$ cat src/shc_pkg.sv
// package: register offsets, field positions, reset values and timing for the sync/holdover config bank
//////////////////////////////////////////////////////////////////////////////
// Overview of operation
// all fields take defaults at reset
// exclusion bits 25:20 keep groups from sync
// sync_mux 19:18 drives sync pin output
// bit 17 qualifies sync by an output
// bit 16 sets sync input polarity
// bit 15 auto-syncs on divider writes
// pin type fields set direction and drive
// bit 5 enables crystal oscillator
// lock_pin_select 31:27 picks lock pin source
// bit 23 holds sync until loop2 lock
// bit 22 holds sync until loop1 lock
// bit 8 enables dac tracking
// holdover_mode 7:6 controls holdover entry
// bit 15 masks loop1 unlock holdover trigger
// reference_select_mode 11:9 chooses reference
// bit 8 inverts status inputs in mode 6
// bits 6,5 mark references usable
// timeout 31:30 sets loss delay
// bit 28 enables loss detection
// status pin mux fields select outputs
// status pin types default input pull-down
// loss clears when edges return
//////////////////////////////////////////////////////////////////////////////
package shc_pkg;
	localparam logic [3:0] SHC_OFS_SYNC = 4'h0;
	localparam logic [3:0] SHC_OFS_LOCK = 4'h4;
	localparam logic [3:0] SHC_OFS_HOLD = 4'h8;
	localparam logic [3:0] SHC_OFS_LOSS = 4'hc;
	localparam logic [4:0] SHC_OFS_STAT = 5'h10;
	localparam int SHC_ADDR_W = 5;
	localparam logic [4:0] SHC_ADR_SYNC = 5'h00;
	localparam logic [4:0] SHC_ADR_LOCK = 5'h04;
	localparam logic [4:0] SHC_ADR_HOLD = 5'h08;
	localparam logic [4:0] SHC_ADR_LOSS = 5'h0c;
	localparam logic [4:0] SHC_ADR_STAT = 5'h10;
	// reset images assembled from the field defaults
	localparam logic [31:0] SHC_RST_SYNC = 32'h0581_1000;
	localparam logic [31:0] SHC_RST_LOCK = 32'h1b00_0180;
	localparam logic [31:0] SHC_RST_HOLD = 32'h3b02_0660;
	localparam logic [31:0] SHC_RST_LOSS = 32'h1200_0000;
	localparam int SHC_B_SYNC_EN = 26;
	localparam int SHC_B_EXCL_HI = 25;
	localparam int SHC_B_EXCL_LO = 20;
	localparam int SHC_B_SMUX_HI = 19;
	localparam int SHC_B_SMUX_LO = 18;
	localparam int SHC_B_QUAL = 17;
	localparam int SHC_B_SPOL = 16;
	localparam int SHC_B_AUTO = 15;
	localparam int SHC_B_STYPE_HI = 14;
	localparam int SHC_B_STYPE_LO = 12;
	localparam int SHC_B_XTAL = 5;
	localparam int SHC_B_LMUX_HI = 31;
	localparam int SHC_B_LMUX_LO = 27;
	localparam int SHC_B_PTYPE_HI = 26;
	localparam int SHC_B_PTYPE_LO = 24;
	localparam int SHC_B_HOLD2 = 23;
	localparam int SHC_B_HOLD1 = 22;
	localparam int SHC_B_TRACK = 8;
	localparam int SHC_B_HMODE_HI = 7;
	localparam int SHC_B_HMODE_LO = 6;
	localparam int SHC_B_S1MUX_HI = 22;
	localparam int SHC_B_S1MUX_LO = 20;
	localparam int SHC_B_S0TYPE_HI = 18;
	localparam int SHC_B_S0TYPE_LO = 16;
	localparam int SHC_B_DLDMASK = 15;
	localparam int SHC_B_S0MUX_HI = 14;
	localparam int SHC_B_S0MUX_LO = 12;
	localparam int SHC_B_RSEL_HI = 11;
	localparam int SHC_B_RSEL_LO = 9;
	localparam int SHC_B_SINV = 8;
	localparam int SHC_B_REF1 = 6;
	localparam int SHC_B_REF0 = 5;
	localparam int SHC_B_LTO_HI = 31;
	localparam int SHC_B_LTO_LO = 30;
	localparam int SHC_B_LOSEN = 28;
	localparam logic [2:0] SHC_RSEL_PIN = 3'h6;
	localparam logic [1:0] SHC_HMODE_ON = 2'h2;
	// loss timeout: code 0 is 1200 ns; longer codes double, a plain choice
	localparam int SHC_CLK_NS = 20;
	localparam int SHC_LOS_BASE_NS = 1200;
	localparam int SHC_LOS_BASE_CYC = SHC_LOS_BASE_NS / SHC_CLK_NS;
	localparam int SHC_LOS_CNT_W = 12;
	typedef enum logic [2:0] {
		SHC_IDLE = 3'b001,
		SHC_SYNC = 3'b010,
		SHC_HOLD = 3'b100
	} shc_state_t;
endpackage : shc_pkg

$ cat src/shc_config.sv
// register bank and control logic for sync, lock-detect, holdover and reference selection
module shc_config (
	input wire logic mclk,
	input wire logic rst,
	input wire logic [shc_pkg::SHC_ADDR_W-1:0] addr,
	input wire logic [31:0] wdata,
	input wire logic wr,
	input wire logic rd,
	output logic [31:0] rdata,
	input wire logic sync_in,
	input wire logic div_write,
	input wire logic qual_clk,
	input wire logic loop1_lock,
	input wire logic loop2_lock,
	input wire logic ref0_level,
	input wire logic ref1_level,
	input wire logic status0_in,
	input wire logic status1_in,
	output logic [5:0] group_sync,
	output logic sync_active,
	output logic sync_pin_out,
	output logic lock_pin_out,
	output logic status0_out,
	output logic status1_out,
	output logic holdover_active,
	output logic dac_track,
	output logic crystal_osc_enable,
	output logic [1:0] ref_select,
	output logic ref0_signal_loss_flag,
	output logic ref1_signal_loss_flag,
	output logic [2:0] sync_pin_type,
	output logic [2:0] lock_pin_type,
	output logic [2:0] status_pin0_type,
	output logic [2:0] status_pin1_type
);
	import shc_pkg::*;

	//////////////////////////////////////////////////////////////////////////////
	// registers
	// unmapped addresses and the read-only status word ignore writes
	logic [31:0] sync_and_osc_control_q;
	logic [31:0] lock_detect_control_q;
	logic [31:0] holdover_input_select_control_q;
	logic [31:0] input_loss_buffer_control_q;

	always_ff @(posedge mclk) begin
		if (rst) begin
			sync_and_osc_control_q <= SHC_RST_SYNC;
			lock_detect_control_q <= SHC_RST_LOCK;
			holdover_input_select_control_q <= SHC_RST_HOLD;
			input_loss_buffer_control_q <= SHC_RST_LOSS;
		end else if (wr) begin
			case (addr)
				SHC_ADR_SYNC: sync_and_osc_control_q <= wdata;
				SHC_ADR_LOCK: lock_detect_control_q <= wdata;
				SHC_ADR_HOLD: holdover_input_select_control_q <= wdata;
				SHC_ADR_LOSS: input_loss_buffer_control_q <= wdata;
				default: ;
			endcase
		end
	end

	//////////////////////////////////////////////////////////////////////////////
	// field views
	logic sync_enable;
	logic [5:0] group_sync_exclude;
	logic [1:0] sync_mux_sel;
	logic sync_qualify_by_output;
	logic sync_pin_polarity;
	logic sync_auto;
	logic [4:0] lock_pin_select;
	logic hold_sync_until_loop2_lock;
	logic hold_sync_until_loop1_lock;
	logic [1:0] holdover_mode;
	logic [2:0] status_pin1_select;
	logic [2:0] status_pin0_select;
	logic loop1_unlock_holdover_mask;
	logic [2:0] reference_select_mode;
	logic status_input_invert;
	logic ref1_usable;
	logic ref0_usable;
	logic [1:0] signal_loss_timeout;
	logic signal_loss_detect_enable;
	logic track_field;
	logic xtal_field;
	logic [2:0] sync_type_field;
	logic [2:0] lock_type_field;
	logic [2:0] stat0_type_field;
	logic [2:0] stat1_type_field;

	assign sync_enable = sync_and_osc_control_q[SHC_B_SYNC_EN];
	assign group_sync_exclude = sync_and_osc_control_q[SHC_B_EXCL_HI:SHC_B_EXCL_LO];
	assign sync_mux_sel = sync_and_osc_control_q[SHC_B_SMUX_HI:SHC_B_SMUX_LO];
	assign sync_qualify_by_output = sync_and_osc_control_q[SHC_B_QUAL];
	assign sync_pin_polarity = sync_and_osc_control_q[SHC_B_SPOL];
	assign sync_auto = sync_and_osc_control_q[SHC_B_AUTO];
	assign lock_pin_select = lock_detect_control_q[SHC_B_LMUX_HI:SHC_B_LMUX_LO];
	assign hold_sync_until_loop2_lock = lock_detect_control_q[SHC_B_HOLD2];
	assign hold_sync_until_loop1_lock = lock_detect_control_q[SHC_B_HOLD1];
	assign holdover_mode = lock_detect_control_q[SHC_B_HMODE_HI:SHC_B_HMODE_LO];
	assign status_pin1_select = holdover_input_select_control_q[SHC_B_S1MUX_HI:SHC_B_S1MUX_LO];
	assign status_pin0_select = holdover_input_select_control_q[SHC_B_S0MUX_HI:SHC_B_S0MUX_LO];
	assign loop1_unlock_holdover_mask = holdover_input_select_control_q[SHC_B_DLDMASK];
	assign reference_select_mode = holdover_input_select_control_q[SHC_B_RSEL_HI:SHC_B_RSEL_LO];
	assign status_input_invert = holdover_input_select_control_q[SHC_B_SINV];
	assign ref1_usable = holdover_input_select_control_q[SHC_B_REF1];
	assign ref0_usable = holdover_input_select_control_q[SHC_B_REF0];
	assign signal_loss_timeout = input_loss_buffer_control_q[SHC_B_LTO_HI:SHC_B_LTO_LO];
	assign signal_loss_detect_enable = input_loss_buffer_control_q[SHC_B_LOSEN];
	// pin type and enable fields only feed registered outputs
	assign track_field = lock_detect_control_q[SHC_B_TRACK];
	assign xtal_field = sync_and_osc_control_q[SHC_B_XTAL];
	assign sync_type_field = sync_and_osc_control_q[SHC_B_STYPE_HI:SHC_B_STYPE_LO];
	assign lock_type_field = lock_detect_control_q[SHC_B_PTYPE_HI:SHC_B_PTYPE_LO];
	assign stat0_type_field = holdover_input_select_control_q[SHC_B_S0TYPE_HI:SHC_B_S0TYPE_LO];
	assign stat1_type_field = input_loss_buffer_control_q[SHC_B_PTYPE_HI:SHC_B_PTYPE_LO];

	//////////////////////////////////////////////////////////////////////////////
	// static configuration outputs, registered
	always_ff @(posedge mclk) begin
		if (rst) begin
			dac_track <= 1'b0;
			crystal_osc_enable <= 1'b0;
			sync_pin_type <= 3'h0;
			lock_pin_type <= 3'h0;
			status_pin0_type <= 3'h0;
			status_pin1_type <= 3'h0;
		end else begin
			dac_track <= track_field;
			crystal_osc_enable <= xtal_field;
			sync_pin_type <= sync_type_field;
			lock_pin_type <= lock_type_field;
			status_pin0_type <= stat0_type_field;
			status_pin1_type <= stat1_type_field;
		end
	end

	//////////////////////////////////////////////////////////////////////////////
	// loss of signal
	logic los0;
	logic los1;
	logic [1:0] ref_level_v;
	logic [1:0] los_v;
	assign ref_level_v = {ref1_level, ref0_level};
	// both detectors share the enable and timeout fields of one register
	for (genvar r = 0; r < 2; r++) begin : g_los
		shc_los_det u_los (
			.mclk(mclk),
			.rst(rst),
			.enable(signal_loss_detect_enable),
			.timeout_sel(signal_loss_timeout),
			.ref_level(ref_level_v[r]),
			.loss_q(los_v[r])
		);
	end
	assign los0 = los_v[0];
	assign los1 = los_v[1];
	assign ref0_signal_loss_flag = los_v[0];
	assign ref1_signal_loss_flag = los_v[1];

	//////////////////////////////////////////////////////////////////////////////
	// sync: manual pin, auto on divider writes, lock-held
	logic sync_req;
	logic sync_pin_asserted;
	logic qual_prev_q;
	logic qual_ok;
	logic sync_fire;
	assign sync_pin_asserted = sync_pin_polarity ? !sync_in : sync_in;
	// qualification counts a rising edge of the output, never a held level
	assign qual_ok = !sync_qualify_by_output || (qual_clk && !qual_prev_q);
	assign sync_req = sync_pin_asserted || (sync_auto && div_write)
		|| (hold_sync_until_loop2_lock && !loop2_lock)
		|| (hold_sync_until_loop1_lock && !loop1_lock);

	always_ff @(posedge mclk) begin
		if (rst) begin
			qual_prev_q <= 1'b0;
		end else begin
			qual_prev_q <= qual_clk;
		end
	end

	// a sync needs the global enable as well as a request
	assign sync_fire = sync_enable && sync_req && qual_ok;

	always_ff @(posedge mclk) begin
		if (rst) begin
			sync_active <= 1'b0;
		end else begin
			sync_active <= sync_fire;
		end
	end

	// one flop per output group; an excluded group simply never sees the pulse
	for (genvar g = 0; g < 6; g++) begin : g_group
		always_ff @(posedge mclk) begin
			if (rst) begin
				group_sync[g] <= 1'b0;
			end else begin
				group_sync[g] <= sync_fire && !group_sync_exclude[g];
			end
		end
	end

	//////////////////////////////////////////////////////////////////////////////
	// holdover
	logic loop1_prev_q;
	logic loop1_fall;
	// holdover ends as soon as loop 1 reports lock again, with no settling count
	shc_state_t state_q;
	assign loop1_fall = loop1_prev_q && !loop1_lock && !loop1_unlock_holdover_mask;

	always_ff @(posedge mclk) begin
		if (rst) begin
			loop1_prev_q <= 1'b0;
		end else begin
			loop1_prev_q <= loop1_lock;
		end
	end

	always_ff @(posedge mclk) begin
		if (rst) begin
			state_q <= SHC_IDLE;
		end else begin
			case (state_q)
				SHC_IDLE: begin
					if (holdover_mode == SHC_HMODE_ON && loop1_fall) begin
						state_q <= SHC_HOLD;
					end
				end
				SHC_HOLD: begin
					if (holdover_mode != SHC_HMODE_ON || loop1_lock) begin
						state_q <= SHC_IDLE;
					end
				end
				default: state_q <= SHC_IDLE;
			endcase
		end
	end

	always_ff @(posedge mclk) begin
		if (rst) begin
			holdover_active <= 1'b0;
		end else begin
			holdover_active <= (state_q == SHC_HOLD);
		end
	end

	//////////////////////////////////////////////////////////////////////////////
	// reference selection
	logic st0;
	logic st1;
	assign st0 = (reference_select_mode == SHC_RSEL_PIN) ? status0_in ^ status_input_invert
		: status0_in;
	assign st1 = (reference_select_mode == SHC_RSEL_PIN) ? status1_in ^ status_input_invert
		: status1_in;

	// modes other than pin select and manual fall back to first usable live input
	always_ff @(posedge mclk) begin
		if (rst) begin
			ref_select <= 2'h0;
		end else begin
			case (reference_select_mode)
				3'h0: ref_select <= 2'h0;
				3'h1: ref_select <= 2'h1;
				SHC_RSEL_PIN: ref_select <= {st1, st0};
				default: begin
					if (ref0_usable && !los0) begin
						ref_select <= 2'h0;
					end else if (ref1_usable && !los1) begin
						ref_select <= 2'h1;
					end else begin
						ref_select <= ref_select;
					end
				end
			endcase
		end
	end

	//////////////////////////////////////////////////////////////////////////////
	// pin multiplexers; code 0 always drives low
	logic [31:0] lock_src;
	logic [7:0] stat_src;
	logic [3:0] sync_src;
	assign lock_src = {27'h0, holdover_active, loop1_lock && loop2_lock, loop2_lock, loop1_lock, 1'b0};
	assign stat_src = {3'h0, los1, los0, holdover_active, loop1_lock, 1'b0};
	assign sync_src = {loop2_lock, loop1_lock, sync_active, 1'b0};

	shc_pin_mux #(.SEL_W(5)) u_lock (
		.mclk(mclk),
		.rst(rst),
		.sel(lock_pin_select),
		.sources(lock_src),
		.pin_q(lock_pin_out)
	);
	shc_pin_mux #(.SEL_W(3)) u_st0 (
		.mclk(mclk),
		.rst(rst),
		.sel(status_pin0_select),
		.sources(stat_src),
		.pin_q(status0_out)
	);
	shc_pin_mux #(.SEL_W(3)) u_st1 (
		.mclk(mclk),
		.rst(rst),
		.sel(status_pin1_select),
		.sources(stat_src),
		.pin_q(status1_out)
	);
	shc_pin_mux #(.SEL_W(2)) u_sync (
		.mclk(mclk),
		.rst(rst),
		.sel(sync_mux_sel),
		.sources(sync_src),
		.pin_q(sync_pin_out)
	);

	//////////////////////////////////////////////////////////////////////////////
	// read port: data in the cycle after rd; unmapped reads zero
	// status word is assembled live and is read-only
	logic [31:0] status_word;
	assign status_word = {26'h0, ref_select, holdover_active, sync_active, los1, los0};
	always_ff @(posedge mclk) begin
		if (rst) begin
			rdata <= 32'h0;
		end else if (rd) begin
			case (addr)
				SHC_ADR_SYNC: rdata <= sync_and_osc_control_q;
				SHC_ADR_LOCK: rdata <= lock_detect_control_q;
				SHC_ADR_HOLD: rdata <= holdover_input_select_control_q;
				SHC_ADR_LOSS: rdata <= input_loss_buffer_control_q;
				SHC_ADR_STAT: rdata <= status_word;
				default: rdata <= 32'h0;
			endcase
		end else begin
			rdata <= 32'h0;
		end
	end
endmodule : shc_config

$ cat src/shc_los_det.sv
// loss-of-signal detector for one reference input
module shc_los_det (
	input wire logic mclk,
	input wire logic rst,
	input wire logic enable,
	input wire logic [1:0] timeout_sel,
	input wire logic ref_level,
	output logic loss_q
);
	import shc_pkg::*;
	logic [SHC_LOS_CNT_W-1:0] cnt_q;
	logic [SHC_LOS_CNT_W-1:0] limit;
	logic prev_q;
	logic edge_seen;
	assign limit = SHC_LOS_CNT_W'(SHC_LOS_BASE_CYC) << timeout_sel;
	assign edge_seen = ref_level != prev_q;
	always_ff @(posedge mclk) begin
		if (rst) begin
			prev_q <= 1'b0;
		end else begin
			prev_q <= ref_level;
		end
	end
	always_ff @(posedge mclk) begin
		if (rst) begin
			cnt_q <= '0;
			loss_q <= 1'b0;
		end else if (!enable) begin
			cnt_q <= '0;
			loss_q <= 1'b0;
		end else if (edge_seen) begin
			cnt_q <= '0;
			loss_q <= 1'b0;
		end else if (cnt_q >= limit) begin
			loss_q <= 1'b1;
		end else begin
			cnt_q <= cnt_q + 1'b1;
		end
	end
endmodule : shc_los_det

$ cat src/shc_pin_mux.sv
// selects one source from a bus of internal signals for a pin
module shc_pin_mux #(
	parameter int SEL_W = 3
) (
	input wire logic mclk,
	input wire logic rst,
	input wire logic [SEL_W-1:0] sel,
	input wire logic [(1<<SEL_W)-1:0] sources,
	output logic pin_q
);
	// code 0 of each source bus is tied low by the caller
	always_ff @(posedge mclk) begin
		if (rst) begin
			pin_q <= 1'b0;
		end else begin
			pin_q <= sources[sel];
		end
	end
endmodule : shc_pin_mux

$ cat config.mk
export PLATFORM = sky130hd
export DESIGN_NAME = shc_config
export DESIGN_NICKNAME = d
export VERILOG_FILES = /design/src/shc_pkg.sv /design/src/shc_config.sv /design/src/shc_los_det.sv /design/src/shc_pin_mux.sv
export SDC_FILE = /design/constraint.sdc
export NUM_CORES = 1
export LEC_CHECK = 0
export BUFFER_PORTS_ARGS = -buffer_cell sky130_fd_sc_hd__clkbuf_2
export CORE_MARGIN = 8
export CORE_UTILIZATION = 35
export DETAILED_ROUTE_END_ITERATION = 6
export GPL_TIMING_DRIVEN = 0
export PLACE_DENSITY = 0.49
export SLEW_MARGIN = 20
export SYNTH_ARGS = -nofsm -noshare
export SYNTH_HDL_FRONTEND = slang
export SYNTH_SLANG_ARGS = --single-unit
$ cat constraint.sdc
create_clock -name mclk -period 6.9 [get_ports mclk]
set_clock_uncertainty 0.15 [all_clocks]
set_input_delay 0.345 -clock mclk [delete_from_list [all_inputs] [get_ports mclk]]
set_output_delay 0.345 -clock mclk [all_outputs]
set_load 0.01 [all_outputs]
Word level (Yosys, flattened, before mapping)
Index checks and enable logic that the tools add are counted.
{"block": "word_totals", "register_bits": 221, "latchBits": 0, "mem_bits_rw": 0, "romBits": 0, "word_cells": 124, "memories": 0}
{"block": "op_classes", "addsub": 2, "mul": 0, "n_div": 0, "magnitude_cmp": 6, "n_eq_ne": 14, "shifts": 1, "mux": 16, "bitwise": 4, "n_reduce_logical": 48}
{"operator": "case mux 32 bit (5 select lines)", "n": 1}
{"operator": "adder 12 x 1 -> 12 bit (second input constant)", "n": 2}
{"operator": "greater-or-equal comparator 12 bit", "n": 2}
{"operator": "logical AND 1 bit", "n": 18}
{"operator": "zero test 1 bit", "n": 14}
{"operator": "<< shifter 6 x 2 -> 12 bit (first input constant)", "n": 1}
{"operator": "equality test 5 x 4 -> 1 bit (second input constant)", "n": 2}
{"operator": "AND reduction 2 bit", "n": 5}
{"operator": "< comparator 3 x 4 -> 1 bit (second input constant)", "n": 2}
{"operator": "binary-select mux 1 bit (select 3 bit)", "n": 2}
{"operator": "equality test 3 x 1 -> 1 bit (second input constant)", "n": 2}
{"operator": "equality test 3 bit (second input constant)", "n": 2}
{"operator": "< comparator 5 x 6 -> 1 bit (second input constant)", "n": 1}
{"operator": "two-way mux 3 bit", "n": 2}
{"operator": "!= test 2 bit (second input constant)", "n": 3}
{"operator": "case mux 2 bit (3 select lines)", "n": 1}
{"operator": "case mux 3 bit (2 select lines)", "n": 1}
{"operator": "OR reduction 3 bit", "n": 2}
{"operator": "binary-select mux 1 bit (select 5 bit)", "n": 1}
{"operator": "equality test 5 x 3 -> 1 bit (second input constant)", "n": 1}
{"operator": "equality test 5 bit (second input constant)", "n": 1}
{"operator": "zero test 5 bit", "n": 1}
{"operator": "logical OR 1 bit", "n": 5}
{"operator": "two-way mux 1 bit", "n": 5}
{"operator": "other kinds (10)", "n": 14}

Longest topological paths before layout
{"block": "logic_depth", "word_depth": 8, "mapped_depth": 10, "mapped_depth_nobuf": 8}

Cells and area by module
Synthesis repeated with hierarchy kept, for this count alone.
{"block": "unflattened", "cells_unflattened": 992, "area_unflattened_um2": 9440.3}
{"module": "shc_config", "n_inst": 1, "cells_each": 780, "area_per_inst_um2": 7364.6}
{"module": "shc_los_det (g_los[0].u_los)", "n_inst": 1, "cells_each": 82, "area_per_inst_um2": 754.5}
{"module": "shc_los_det (g_los[1].u_los)", "n_inst": 1, "cells_each": 85, "area_per_inst_um2": 747.0}
{"module": "shc_pin_mux (u_lock)", "n_inst": 1, "cells_each": 24, "area_per_inst_um2": 330.3}
{"module": "shc_pin_mux (u_st0 ...)", "n_inst": 2, "cells_each": 9, "area_per_inst_um2": 93.8}
{"module": "shc_pin_mux (u_sync)", "n_inst": 1, "cells_each": 3, "area_per_inst_um2": 56.3}

Least setup slack after synthesis
No wires, ideal clock.
{"block": "synth_path", "path_kind": "reg-to-reg", "from": "reg input_loss_buffer_control_q[31]", "to": "reg g_los[1].u_los.cnt_q[7]", "arrival_time_ps": 2257, "t_required_ps": 6678, "path_slack_ps": 4421, "path_stages_with_launch": 9, "n_path_buf": 1, "period_less_slack_ps": 2479, "cell_sequence": "dfxtp_1 > buf_2 > or2_2 > ha_1 > nor3_1 > o21ba_2 > o211ai_1 > or4_1 > a21oi_1"}
{"block": "synth_between", "elab_chain_len": 2}
{"item": "start: declaration", "line": "shc_config.sv:44", "source": "logic [31:0] input_loss_buffer_control_q;"}
{"item": "start signal: assignment", "line": "shc_config.sv:57", "source": "SHC_ADR_LOSS: input_loss_buffer_control_q <= wdata;"}
{"item": "<< shifter 6 x 2 -> 12 bit", "line": "shc_los_det.sv:15", "source": "assign limit = SHC_LOS_CNT_W'(SHC_LOS_BASE_CYC) << timeout_sel;"}
{"item": "greater-or-equal comparator 12 bit", "line": "shc_los_det.sv:34", "source": "end else if (cnt_q >= limit) begin"}
{"item": "end signal: assignment", "line": "shc_los_det.sv:37", "source": "cnt_q <= cnt_q + 1'b1;"}
{"item": "end: declaration", "line": "shc_los_det.sv:11", "source": "logic [SHC_LOS_CNT_W-1:0] cnt_q;"}
No other way between the ends.
A chain may end at the register's enable or synchronous reset.

Final worst setup path
Ends and elaborated chain as after synthesis.

==> results.py <==
metrics = {
    "setup_path": {
        "cp_max_fo": 10,
        "endpoint": "g_los[1].u_los.cnt_q[7]",
        "start_kind": "flop",
        "worstRegToRegCells": 8,
        "worstSetupPathType": "flop to flop",
        "required_ns": 7.19,
        "rrSetupSlack_ns": 3.98,
        "r2r-end": "g_los[1].u_los.cnt_q[7]",
        "critPathCaptureType": "flop",
        "cp.arrival_ns": 3.21,
        "startpoint": "input_loss_buffer_control_q[31]",
        "r2r-start": "input_loss_buffer_control_q[31]",
    },
    "final_layout": {
        "nFillCells": 2549,
        "layout-drive-gt1-share": 0.1664,
        "layout.nets": 1280,
        "area_growth_pct": 23.80,
        "diodes": 0,
    },
    "global_route": {
        "grt_antenna_before_repair": 0,
        "grt_pass1_vias": 7727,
        "track_usage": 0.1935,
        "grt_max_degree": 13,
        "grt_overflow": 0,
        "grt_pass1_wl_um": 46010,
    },
    "run": {
        "cap_violations": 0,
    },
    "routing": {
        "wl_per_cell_um": 19.21,
        "highest_layer": "met4",
        "vias": 7796,
        "met1_length_um": 14010,
        "wl_met3_um": 1302,
        "drt_pass1_iterations": 5,
        "drc": 0,
        "wl_um": 30010,
        "drt_iter0_markers": 549,
        "vias_per_cell": 4.991,
        "route.met2.wl_um": 13920,
        "ant_nets": 0,
    },
    "clock_tree": {
        "postCtsSetupRepairBufs": 0,
        "ctsLongestPathBuffers": 3,
        "cts_tree": "built",
        "insertion_delay_ns": 0.53,
        "cts_root_buf": "clkbuf_16",
        "htreeDepth": 1,
        "clk_pin_slew_ns": 0.06,
        "cts_made_buffers": 25,
        "cts_num_sinks": 220,
    },
    "pwr": {
        "pwr-share-comb": 0.055,
        "p_int_mw": 2.078,
        "pwr-share-clk": 0.466,
        "p_sw_frac": 0.2299,
        "power_frac_seq": 0.480,
        "p_switching_mw": 0.6201,
        "power_density_mw_per_mm2": 248.2,
        "power_mw": 2.698,
        "ir_drop_v": 0.0001415,
        "leakagePower_nw": 4.102,
    },
    "synthesis": {
        "yosysWarnings": 0,
        "synthArstFlopShare": 0,
        "synth_seq_cells": 220,
        "synth_nets": 1108,
        "synth-edff-count": 0,
        "syn_area_mm2": 0.008780,
        "synth_ff_type": "dfxtp_1",
        "synthCells": 1044,
        "yosysSeqAreaShare": 0.5016,
        "avgSynthCellArea_um2": 8.410,
        "yosysUniqueCellTypes": 52,
    },
    "timing": {
        "period_share": 0.4227,
        "max_freq_mhz": 342.8,
        "fin_crit_ns": 2.917,
        "rsz0062_at_grt": "no",
        "setup_viol": 0,
        "maxSlewViolCount": 0,
        "relSlewSlack": 0.3781,
        "setup_tns_ns": 0,
        "tightest_slew_ns": 0.9305,
        "hold_viol": 0,
    },
    "die": {
        "die_area_mm2": 0.03041,
        "pin_count": 112,
        "initial_core_util": 0.3527,
        "die-width_um": 174.4,
        "rows": 58,
        "core_mm2": 0.02489,
        "die_y_um": 174.4,
    },
    "place": {
        "port-buffer-count": 110,
        "dp_hpwl_um": 20980,
        "routabilityCongestion": 0.8178,
    },
    "status": {
        "outcome": "finished, final reports clean",
    },
    "worst_hold_path": {
        "min_from": "loop1_lock",
        "min_path_type": "primary input to flop",
    },
}
## per-stage QoR
stage / instance area (µm²) / setup slack, ns / hold slack (ns) / util / cells
after floorplan: 8780 / 4.421 / 0.2631 / - / 1044
after global placement: 9743 / 3.838 / 0.2827 / 0.3914 / 1484
after detailed placement: 9743 / 3.870 / 0.2894 / 0.3914 / 1484
after CTS: 10870 / 3.968 / 0.05301 / 0.4367 / 1562
after global routing: 10870 / 3.738 / 0.09190 / 0.4367 / 1562
final: 10870 / 3.983 / 0.07827 / 0.4367 / 1562
## critical path, cell delays in order, from the launching register on
cell	delay [ns]
dfxtp_1	0.40
buf_2	0.24
and2_1	0.23
inv_1	0.08
ha_1	0.17
nor4_1	0.48
o211ai_1	0.37
or4_1	0.57
a21oi_1	0.14
## kinds of logic (layout without fill, tap and decap cells)
family | count (synthesis) | in the layout | share of synthesized area
simple gates | 452 | 452 | 0.2302
compound gates | 226 | 226 | 0.1491
flops | 220 | 220 | 0.5016
buf+inv | 80 | 268 | 0.03648
mux | 41 | 41 | 0.05173
fa+ha+maj | 14 | 14 | 0.01995
xor+xnor | 11 | 11 | 0.01097
## routing by layer
| metal | up-vias | GRT usage |
|---|---|---|
| met5 | - | 0 |
| met4 | 0 | 0.05878 |
| met3 | 46 | 0.02690 |
| met2 | 185 | 0.3184 |
| met1 | 3682 | 0.2582 |
| li1 | 3883 | - |
## timing repair
action | in CTS | in global routing
hold buffers | 35 | 0
hold endpoints to repair | 129 | 0
resized for setup | 0 | 0
## registers in the layout (all words and copies together) (netlist names), 3 cells and up
signal	cells
holdover_input_select_control_q	32
status_pin1_type	3
group_sync	6
sync_and_osc_control_q	32
lock_pin_type	3
g_los.u_los.cnt_q	24
rdata	32
lock_detect_control_q	32
sync_pin_type	3
status_pin0_type	3
input_loss_buffer_control_q	32
## Yosys cell counts, types with 16 or more instances
library cell | n | area (µm²)
buf_2 | 16 | 80.08
o21ai_0 | 18 | 90.09
a21oi_1 | 145 | 725.7
nor2b_1 | 22 | 137.6
nor2_1 | 40 | 150.1
mux2_2 | 35 | 394.1
dfxtp_1 | 220 | 4404
nand2_1 | 307 | 1152
clkbuf_1 | 46 | 172.7
a22oi_1 | 32 | 240.2
nand3b_1 | 25 | 187.7
## worst min path at each step
stage,depth (start not counted),end,slack [ns]
3_3_place_gp,1,group_sync[1],0.28
3_5_place_dp,1,group_sync[1],0.29
6_report,3,state_q[2],0.08
4_1_cts,3,state_q[2],0.05
5_1_grt,3,state_q[2],0.09
2_1_floorplan,1,group_sync[2],0.26
## power by group through the flow
stage	clock network (mW)	registers, mW	logic, mW
2_1_floorplan	0	1.32	0.0613
3_3_place_gp	0	1.32	0.132
3_5_place_dp	0	1.32	0.131
4_1_cts	1.29	1.29	0.148
5_1_grt	1.34	1.30	0.159
6_report	1.26	1.29	0.147
## layout make-up
cell class                      instances  area (µm²)  area share
Clock buffer                           38       744.5     0.06849
Timing Repair Buffer                  145       900.9     0.08288
Tap cell                              330       412.9     0.03799
Multi-Input combinational cell        744        4055      0.3731
Sequential cell                       220        4404      0.4052
Inverter                               14       52.55    0.004835
Buffer                                 66       267.8     0.02463
Clock inverter                          5       31.28    0.002878
## cell usage in the layout, fill, tap and decap left out, drive strengths merged, types with 5 or more instances in the layout
| cell | Yosys | routed |
|---|---|---|
| and2 | 5 | 5 |
| nand3b | 25 | 25 |
| o21a | 6 | 6 |
| o21ai | 18 | 18 |
| or3 | 6 | 6 |
| nor3 | 7 | 7 |
| buf | 20 | 20 |
| nor2 | 40 | 40 |
| a21oi | 145 | 145 |
| a22oi | 32 | 32 |
| inv | 14 | 15 |
| clkbuf | 46 | 194 |
| nor2b | 22 | 22 |
| nand3 | 11 | 11 |
| nand2 | 307 | 307 |
| xnor2 | 9 | 9 |
| and3 | 6 | 6 |
| mux2i | 6 | 6 |
| mux2 | 35 | 35 |
| ha | 14 | 14 |
| dfxtp | 220 | 220 |
| dlygate4sd3 | 0 | 35 |
No activity file was read; power rests on OpenSTA's default activity.
